==> config.mk <==
export PLATFORM = sky130hd
export DESIGN_NAME = ajcp_top
export DESIGN_NICKNAME = d
export VERILOG_FILES = /design/src/rtl/ajcp_pkg.sv /design/src/rtl/ajcp_top.sv
export VERILOG_INCLUDE_DIRS = /design/src /design/src/rtl
export SDC_FILE = /design/constraint.sdc
export NUM_CORES = 1
export LEC_CHECK = 0
export ABC_AREA = 1
export BUFFER_PORTS_ARGS = -buffer_cell sky130_fd_sc_hd__buf_2
export CORE_ASPECT_RATIO = 1.1
export CORE_MARGIN = 8
export CORE_UTILIZATION = 55
export CTS_BUF_LIST = sky130_fd_sc_hd__clkbuf_4
export DETAILED_ROUTE_END_ITERATION = 8
export PLACE_DENSITY = 0.76
export SYNTH_ARGS = -nofsm -noshare
export SYNTH_HDL_FRONTEND = slang
export SYNTH_SLANG_ARGS = --single-unit
==> constraint.sdc <==
create_clock -name core_clk -period 9.68 [get_ports core_clk]
set_clock_uncertainty 0.1 [all_clocks]
set_input_delay 0.968 -clock core_clk [delete_from_list [all_inputs] [get_ports core_clk]]
set_output_delay 0.968 -clock core_clk [all_outputs]
set_load 0.03 [all_outputs]
==> src/rtl/ajcp_params.svh <==
// offsets, field positions, reset values and timing counts of the job control port
`ifndef AJCP_PARAMS_SVH
`define AJCP_PARAMS_SVH
`define AJCP_CLK_HZ 25000000
`define AJCP_HOLD_MS 2000
`define AJCP_DEB_MS 1
`define AJCP_HOLD_CYC ((`AJCP_CLK_HZ / 1000) * `AJCP_HOLD_MS)
`define AJCP_DEB_CYC ((`AJCP_CLK_HZ / 1000) * `AJCP_DEB_MS)
`define AJCP_PWR_SETTLE 4
`define AJCP_OFS_CTRL 8'h00
`define AJCP_OFS_RESULT 8'h04
`define AJCP_OFS_STATUS 8'h08
`define AJCP_OFS_IRQ_STAT 8'h0C
`define AJCP_OFS_IRQ_MASK 8'h10
`define AJCP_OFS_TX_DATA 8'h14
`define AJCP_OFS_BAUD 8'h18
`define AJCP_CTRL_LAUNCH 0
`define AJCP_CTRL_STOP 1
`define AJCP_CTRL_SA_CLR 2
`define AJCP_RES_PASS 0
`define AJCP_RES_FAIL 1
`define AJCP_EV_START 0
`define AJCP_EV_END 1
`define AJCP_EV_SA 2
`define AJCP_EV_TX 3
`define AJCP_PIN_RST 7'h20
`define AJCP_BAUD_RST 16'h00D9
`endif

==> src/rtl/ajcp_pkg.sv <==
// types shared by the job control port
package ajcp_pkg;
  typedef enum logic [0:0] {ST_IDLE, ST_RUN} ajcp_state_type;
  typedef struct packed {
    logic go;
    logic stop;
    logic [4:0] idx;
  } ajcp_job_type;
  typedef struct packed {
    logic strap;
    logic launch_n;
    logic [4:0] sel;
  } ajcp_pins_type;
endpackage

==> src/rtl/ajcp_top.sv <==
// job control port: pin conditioning, job sequencing, status pins, serial tx, ahb-lite registers
// How it works
// - five selector lines pick one of 32 stored jobs
// - job index is the plain binary value of the selector lines
// - selector lines are active high, high gives a one
// - launch input low starts a job, or stops a running one
// - launch held asserted over two seconds enters standalone mode
// - strap high when sampled after power-on enters standalone mode
// - pass output driven low for a good result, high otherwise
// - busy output driven low while occupied, high otherwise
// - fail output driven low on error, high otherwise
// - serial transmit line carries data toward the computer
//
// Design decisions made here: register access over AHB-Lite and the address map.
`timescale 1ns/10ps
`include "ajcp_params.svh"
module ajcp_top import ajcp_pkg::*; #(
  parameter int HOLD_CYC = `AJCP_HOLD_CYC,
  parameter int DEB_CYC = `AJCP_DEB_CYC
) (
  // clock and reset
  input wire logic core_clk,
  input wire logic sys_rst,
  // ahb-lite slave
  input wire logic hsel,
  input wire logic [31:0] haddr,
  input wire logic [1:0] htrans,
  input wire logic hwrite,
  input wire logic [2:0] hsize,
  input wire logic [31:0] hwdata,
  input wire logic hready,
  output logic hreadyout,
  output logic hresp,
  output logic [31:0] hrdata,
  // control port pins
  input wire ajcp_pins_type pins,
  output logic occupied_flag_n,
  output logic pass_flag_n,
  output logic fail_flag_n,
  output logic serial_tx,
  // toward the programming engine
  output ajcp_job_type job,
  output logic standalone,
  output logic irq
);

  if (DEB_CYC < 1) begin : g_chk_deb
    $error("ajcp_top: DEB_CYC must be at least one");
  end
  if (HOLD_CYC <= DEB_CYC || HOLD_CYC >= 67108863) begin : g_chk_hold
    $error("ajcp_top: HOLD_CYC out of range");
  end

  // three-stage synchroniser
  ajcp_pins_type s1_q, s2_q, s3_q, agr_q, deb_q;
  logic [25:0] deb_cnt_q;
  always_ff @(posedge core_clk or posedge sys_rst) begin
    if (sys_rst) begin
      s1_q <= `AJCP_PIN_RST;
      s2_q <= `AJCP_PIN_RST;
      s3_q <= `AJCP_PIN_RST;
    end else begin
      s1_q <= pins;
      s2_q <= s1_q;
      s3_q <= s2_q;
    end
  end

  // a bit changes only once stages two and three agree
  always_ff @(posedge core_clk or posedge sys_rst) begin
    if (sys_rst) begin
      agr_q <= `AJCP_PIN_RST;
    end else begin
      agr_q <= (s3_q & ~(s2_q ^ s3_q)) | (agr_q & (s2_q ^ s3_q));
    end
  end

  // debounce: the agreed vector must differ from deb_q for DEB_CYC cycles in a row
  always_ff @(posedge core_clk or posedge sys_rst) begin
    if (sys_rst) begin
      deb_q <= `AJCP_PIN_RST;
      deb_cnt_q <= 26'h0000000;
    end else if (agr_q == deb_q) begin
      deb_cnt_q <= 26'h0000000;
    end else if (deb_cnt_q >= 26'(DEB_CYC - 1)) begin
      deb_q <= agr_q;
      deb_cnt_q <= 26'h0000000;
    end else begin
      deb_cnt_q <= deb_cnt_q + 26'h0000001;
    end
  end

  // ahb-lite: address phase captured, one wait state, then the answer
  logic pend_q, wr_q;
  logic [7:0] addr_q;
  wire logic take = hsel & htrans[1] & hready;
  always_ff @(posedge core_clk or posedge sys_rst) begin
    if (sys_rst) begin
      pend_q <= 1'b0;
      wr_q <= 1'b0;
      addr_q <= 8'h00;
      hreadyout <= 1'b1;
    end else if (pend_q) begin
      pend_q <= 1'b0;
      hreadyout <= 1'b1;
    end else if (take) begin
      pend_q <= 1'b1;
      wr_q <= hwrite;
      addr_q <= {haddr[7:2], 2'b00};
      hreadyout <= 1'b0;
    end
  end

  always_ff @(posedge core_clk or posedge sys_rst) begin
    if (sys_rst) begin
      hresp <= 1'b0;
    end else begin
      hresp <= 1'b0;
    end
  end

  wire logic wr = pend_q & wr_q;
  wire logic wr_ctrl = wr && addr_q == `AJCP_OFS_CTRL;
  wire logic wr_res = wr && addr_q == `AJCP_OFS_RESULT;
  wire logic wr_istat = wr && addr_q == `AJCP_OFS_IRQ_STAT;
  wire logic wr_imask = wr && addr_q == `AJCP_OFS_IRQ_MASK;
  wire logic wr_tx = wr && addr_q == `AJCP_OFS_TX_DATA;
  wire logic wr_baud = wr && addr_q == `AJCP_OFS_BAUD;

  // power-on strap capture, once the conditioned pins have settled
  logic [26:0] pwr_cnt_q;
  logic strap_done_q;
  always_ff @(posedge core_clk or posedge sys_rst) begin
    if (sys_rst) begin
      pwr_cnt_q <= 27'h0000000;
      strap_done_q <= 1'b0;
    end else if (!strap_done_q) begin
      pwr_cnt_q <= pwr_cnt_q + 27'h0000001;
      strap_done_q <= pwr_cnt_q >= 27'(DEB_CYC + `AJCP_PWR_SETTLE);
    end
  end
  // the strap is looked at in one cycle, just as the conditioned pins settle
  wire logic strap_hit = !strap_done_q && pwr_cnt_q >= 27'(DEB_CYC + `AJCP_PWR_SETTLE)
    && deb_q.strap;

  // launch edge and hold timer
  logic launch_prev_q;
  logic [25:0] hold_cnt_q;
  // the count stops one past the limit, so the hold fires only once
  wire logic launch_act = ~deb_q.launch_n;
  wire logic launch_edge = launch_act & ~launch_prev_q;
  wire logic hold_hit = launch_act && hold_cnt_q == 26'(HOLD_CYC);
  always_ff @(posedge core_clk or posedge sys_rst) begin
    if (sys_rst) begin
      launch_prev_q <= 1'b0;
      hold_cnt_q <= 26'h0000000;
    end else begin
      launch_prev_q <= launch_act;
      if (!launch_act) begin
        hold_cnt_q <= 26'h0000000;
      end else if (hold_cnt_q <= 26'(HOLD_CYC)) begin
        hold_cnt_q <= hold_cnt_q + 26'h0000001;
      end
    end
  end

  // standalone mode flag
  always_ff @(posedge core_clk or posedge sys_rst) begin
    if (sys_rst) begin
      standalone <= 1'b0;
    end else if (strap_hit || hold_hit) begin
      standalone <= 1'b1;
    end else if (wr_ctrl && hwdata[`AJCP_CTRL_SA_CLR]) begin
      standalone <= 1'b0;
    end
  end

  // job sequencer
  // a stop, from the pin or from software, ends the job as a fail
  ajcp_state_type state_q;
  wire logic do_start = state_q == ST_IDLE &&
    (launch_edge || (wr_ctrl && hwdata[`AJCP_CTRL_LAUNCH]));
  wire logic do_stop = state_q == ST_RUN &&
    (launch_edge || (wr_ctrl && hwdata[`AJCP_CTRL_STOP]));
  wire logic do_pass = state_q == ST_RUN && !do_stop && wr_res && hwdata[`AJCP_RES_PASS]
    && !hwdata[`AJCP_RES_FAIL];
  wire logic do_fail = state_q == ST_RUN &&
    (do_stop || (wr_res && hwdata[`AJCP_RES_FAIL]));
  always_ff @(posedge core_clk or posedge sys_rst) begin
    if (sys_rst) begin
      state_q <= ST_IDLE;
    end else begin
      case (state_q)
        ST_IDLE: begin
          if (do_start) begin
            state_q <= ST_RUN;
          end
        end
        ST_RUN: begin
          if (do_pass || do_fail) begin
            state_q <= ST_IDLE;
          end
        end
        default: begin
          state_q <= ST_IDLE;
        end
      endcase
    end
  end

  // job request toward the engine, index latched at launch
  always_ff @(posedge core_clk or posedge sys_rst) begin
    if (sys_rst) begin
      job <= '0;
    end else begin
      job.go <= do_start;
      job.stop <= do_stop;
      if (do_start) begin
        job.idx <= deb_q.sel;
      end
    end
  end

  // status pins, active low
  always_ff @(posedge core_clk or posedge sys_rst) begin
    if (sys_rst) begin
      occupied_flag_n <= 1'b1;
      pass_flag_n <= 1'b1;
      fail_flag_n <= 1'b1;
    end else if (do_start) begin
      occupied_flag_n <= 1'b0;
      pass_flag_n <= 1'b1;
      fail_flag_n <= 1'b1;
    end else if (do_pass) begin
      occupied_flag_n <= 1'b1;
      pass_flag_n <= 1'b0;
    end else if (do_fail) begin
      occupied_flag_n <= 1'b1;
      fail_flag_n <= 1'b0;
    end
  end

  // serial transmitter, 8 data bits, no parity, one stop bit
  logic [15:0] baud_q, baud_cnt_q;
  logic [9:0] tx_sh_q;
  logic [3:0] tx_bits_q;
  logic tx_busy_q;
  wire logic tx_tick = baud_cnt_q == 16'h0000;
  wire logic tx_end = tx_busy_q && tx_tick && tx_bits_q == 4'h0;
  always_ff @(posedge core_clk or posedge sys_rst) begin
    if (sys_rst) begin
      baud_q <= `AJCP_BAUD_RST;
    end else if (wr_baud && hwdata[15:0] != 16'h0000) begin
      baud_q <= hwdata[15:0];
    end
  end

  always_ff @(posedge core_clk or posedge sys_rst) begin
    if (sys_rst) begin
      tx_busy_q <= 1'b0;
      tx_sh_q <= 10'h3FF;
      tx_bits_q <= 4'h0;
      baud_cnt_q <= 16'h0000;
      serial_tx <= 1'b1;
    end else if (!tx_busy_q) begin
      serial_tx <= 1'b1;
      if (wr_tx) begin
        tx_busy_q <= 1'b1;
        tx_sh_q <= {1'b1, hwdata[7:0], 1'b0};
        tx_bits_q <= 4'hA;
        baud_cnt_q <= 16'h0000;
      end
    end else if (tx_tick) begin
      serial_tx <= tx_sh_q[0];
      tx_sh_q <= {1'b1, tx_sh_q[9:1]};
      tx_bits_q <= tx_bits_q - 4'h1;
      baud_cnt_q <= baud_q - 16'h0001;
      // the stop bit keeps a whole bit time before the line is free again
      tx_busy_q <= tx_bits_q != 4'h0;
    end else begin
      baud_cnt_q <= baud_cnt_q - 16'h0001;
    end
  end

  // interrupt status, write one to clear, a new event wins
  logic [3:0] istat_q, imask_q, ev, istat_d;
  always_comb begin
    ev = 4'h0;
    ev[`AJCP_EV_START] = do_start;
    ev[`AJCP_EV_END] = do_pass | do_fail;
    ev[`AJCP_EV_SA] = (strap_hit | hold_hit) & ~standalone;
    ev[`AJCP_EV_TX] = tx_end;
    istat_d = istat_q;
    if (wr_istat) begin
      istat_d = istat_q & ~hwdata[3:0];
    end
    istat_d = istat_d | ev;
  end

  always_ff @(posedge core_clk or posedge sys_rst) begin
    if (sys_rst) begin
      istat_q <= 4'h0;
      imask_q <= 4'h0;
      irq <= 1'b0;
    end else begin
      istat_q <= istat_d;
      if (wr_imask) begin
        imask_q <= hwdata[3:0];
      end
      irq <= |(istat_d & (wr_imask ? hwdata[3:0] : imask_q));
    end
  end

  // read data
  always_ff @(posedge core_clk or posedge sys_rst) begin
    if (sys_rst) begin
      hrdata <= 32'h00000000;
    end else if (pend_q && !wr_q) begin
      case (addr_q)
        `AJCP_OFS_STATUS: begin
          hrdata <= {16'h0000, 3'h0, job.idx, 1'b0,
            deb_q.launch_n, deb_q.strap, standalone,
            ~fail_flag_n, ~pass_flag_n, ~occupied_flag_n, tx_busy_q};
        end
        `AJCP_OFS_IRQ_STAT: begin
          hrdata <= {28'h0000000, istat_q};
        end
        `AJCP_OFS_IRQ_MASK: begin
          hrdata <= {28'h0000000, imask_q};
        end
        `AJCP_OFS_TX_DATA: begin
          hrdata <= {23'h000000, tx_busy_q, 8'h00};
        end
        `AJCP_OFS_BAUD: begin
          hrdata <= {16'h0000, baud_q};
        end
        default: begin
          hrdata <= 32'h00000000;
        end
      endcase
    end
  end

endmodule

==> summary.txt <==
final setup violation count: 0
final period utilization: 30.35%
Critical Path Most Common Cell: nand3_1
Int Power: 1573 uW
Final Max Slew Viols: 0
Worst Tran Pin Value: 1.012 ns
initial DRC count: 502
Logic pwr share: 22.8%
Worst setup EP type: flop
maximum root-to-sink buffer count: 3
Die ar.: 22780 um^2
clock-pin slew on the worst setup and hold paths: 0.07 ns
status: complete, no violations
Yosys top cell by area: dfrtp_1
sequential share of power: 44.6%
clock latency on the worst-skew pair: 0.66 ns
post-CTS setup buffers: 0
sw power: 825.0 uW
Sw Share: 34.41%
fillers: 1572
port bufs: 64
fmax: 340.4 MHz
top cells by area, synth: dfrtp_1 46%, nand2_1 11%, dfstp_2 6.3%
Post-Route WL: 21930 um
pwr dens: 213.6 nW/um^2
post-CTS resize count: 0
detailed-route vias per instance: 5.107
routed length per placed instance: 13.85 um
required time worst endpoint: 10.12 ns
Num Clock Sinks: 209
Synth cell types: 45
Bufs and invs on worst path: 0
Worst Hold Slack: 0.2394 ns
largest net degree at the start of global routing: 137
crit-path cells: nor2_1, nand3_1, nor2_2, nand3_1, o21ai_0
post-synthesis cell count: 1193
Post-DRT Antenna Nets: 0
Die X-Extent: 144.6 um
Placer Congestion: 0.9327
final setup TNS: 0 ns
clock root buffer: clkbuf_4
Worst path max stage delay: 0.90 ns
CORE AREA: 17800 um^2
Worst Hold Class: reg2reg
Seq cells post-synth: 209
Crit-path slowest cell: nand3_1
fraction of layout cells with a size suffix above 1: 15.18%
peak fanout along the critical path: 32
Max H-tree Level: 2
Ys Warns: 0
final global-route overflow total: 0
crit-path leading delay family: simple AND/OR/NAND/NOR gates
Initial Util: 56.22%
Pleak: 0.005547 uW
first-pass GRT wire length: 36860 um
FF/Latch Area: 5260 um^2
area of the multi-input gates: 4061 um^2
initial antenna violation count: 1
hold_buf cts: 0
share of the synthesized area in the top cell type: 46.25%
DP HPWL: 15320 um
unrepaired setup endpoints after global routing: false
Worst R2R Setup Slack: 6.74 ns
Clock Power Share: 32.6%
mapped cell area: 10010 um^2
Rel. slew slack: 32.34%
vias in the first global route: 8000
Tmin final: 2.938 ns
# rows: 51
CP startpoint kind: flop
Global Route Usage Sum: 20.17%
P&R area growth vs syn: 12.13%
Nets: 1388
number of remaining DRC errors: 0
TritonCTS buffer count: 55
Post-Syn Area per Cell: 8.390 um^2
maxcap violations: 0
worst vdd ir: 141.7 uV
via count: 8085
Die H: 157.5 um
post-synthesis sequential area ratio: 52.55%
I/O pin cnt: 128
CP arrival: 3.38 ns
Final Hold Vio Count: 0
WS Path Type: reg2reg
CTS tree: built
TritonRoute pass-1 iters: 5
[cell usage after synthesis, drive strengths merged]
cell type	number
clkinv	3
xnor2	8
a22oi	9
inv	138
and3	1
dfstp	24
nand3b	9
xor2	36
a31oi	5
o21ai	84
dfrtp	185
o2111ai	1
nor3	24
conb	1
nand3	85
nand2	310
and2	1
or2	3
o311ai	1
nor3b	3
maj3	7
a21oi	29
and3b	1
a221oi	1
nor4	11
nor2	129
mux2i	1
o211ai	8
clkbuf	13
o22ai	4
buf	30
nand4	21
ha	7
[worst paths after layout]
check,start,to,cells past startpoint
hold / removal,s1_q[2],s2_q[2],0
min in group asynchronous,sys_rst,s1_q[2],2
setup / recovery,addr_q[6],baud_q[7],5
hold reg to reg,s1_q[2],s2_q[2],0
setup reg to reg,addr_q[6],baud_q[7],5
max in group asynchronous,sys_rst,baud_cnt_q[11],3
[kinds of logic after synthesis]
group | synth area share [%]
buffers and inverters | 7.887
AND/OR/NAND/NOR | 26.25
flip-flops | 52.55
multiplexers | 0.1000
XOR/XNOR | 3.850
AO/OA/AOI/OAI | 7.750
adder cells (fa/ha/maj) | 1.575
other | 0.03746
[placed cells by master, fill, tap and decap left out, drive strengths merged, types with 2 or more instances in the layout]
master / instances
maj3: 7
conb: 28
nand3: 85
bufinv: 2
a31oi: 5
nand2: 310
a21oi: 29
nand4: 21
ha: 7
inv: 139
o22ai: 4
xnor2: 8
dfrtp: 185
xor2: 36
dfstp: 24
nor3: 24
or2: 3
clkinv: 25
a22oi: 9
o21ai: 84
nor3b: 3
nor2: 129
clkbuf: 76
buf: 66
nor4: 11
o211ai: 8
nand3b: 9
[cell type report]
| type | count | share of cell area [%] |
|---|---|---|
| inverter | 141 | 4.783 |
| antenna | 1 | 0.02230 |
| clock inverter | 25 | 1.416 |
| tap | 238 | 2.653 |
| timing repair buffer | 66 | 2.988 |
| clock buffer | 76 | 5.084 |
| sequential | 209 | 46.87 |
| multi-input combinational | 827 | 36.19 |
[power groups by stage]
stage,Combinational (uW),Clock (uW),Sequential (uW)
CTS,550,809,1070
finish,547,781,1070
detailed placement,545,0,1080
floorplan,397,0,1100
global route,624,857,1080
global placement,534,0,1080
[through the flow]
step	std cells	area (um^2)	util (%)	total power [uW]	worst slack, ns
4_1_cts	1582	11220	63.03	2427	6.748
6_report	1583	11220	63.04	2398	6.742
3_5_place_dp	1481	10490	58.93	1628	6.680
2_1_floorplan	1220	10110	-	1496	2.943
3_3_place_gp	1481	10490	58.93	1614	6.766
5_1_grt	1583	11220	63.04	2562	6.449
[flip-flops by register name, indices dropped and copies added (netlist names), 4 cells and up, named ones only]
register    count
baud_q         16
addr_q          6
hold_cnt_q     26
istat_q         4
s3_q            7
tx_sh_q         9
deb_cnt_q      26
deb_q           7
hrdata         16
tx_bits_q       4
s1_q            7
baud_cnt_q     16
job             7
pwr_cnt_q      27
imask_q         4
s2_q            7
[routing by layer]
| layer | up-vias | GRT usage [%] | part of all wire (%) |
|---|---|---|---|
| met5 | - | 0 | 0 |
| met4 | 0 | 8.532 | 2.8 |
| met3 | 45 | 5.180 | 6.2 |
| met2 | 194 | 32.95 | 48 |
| met1 | 3784 | 24.90 | 43 |
| li1 | 4062 | - | - |
[worst reg2reg max path, cell delays in order (launching register included)]
cell and delay, ns:
dfrtp_1 0.37, nor2_1 0.17, nand3_1 0.16, nor2_2 0.66
nand3_1 0.91, o21ai_0 0.47
(Power assumes the default switching activity.)
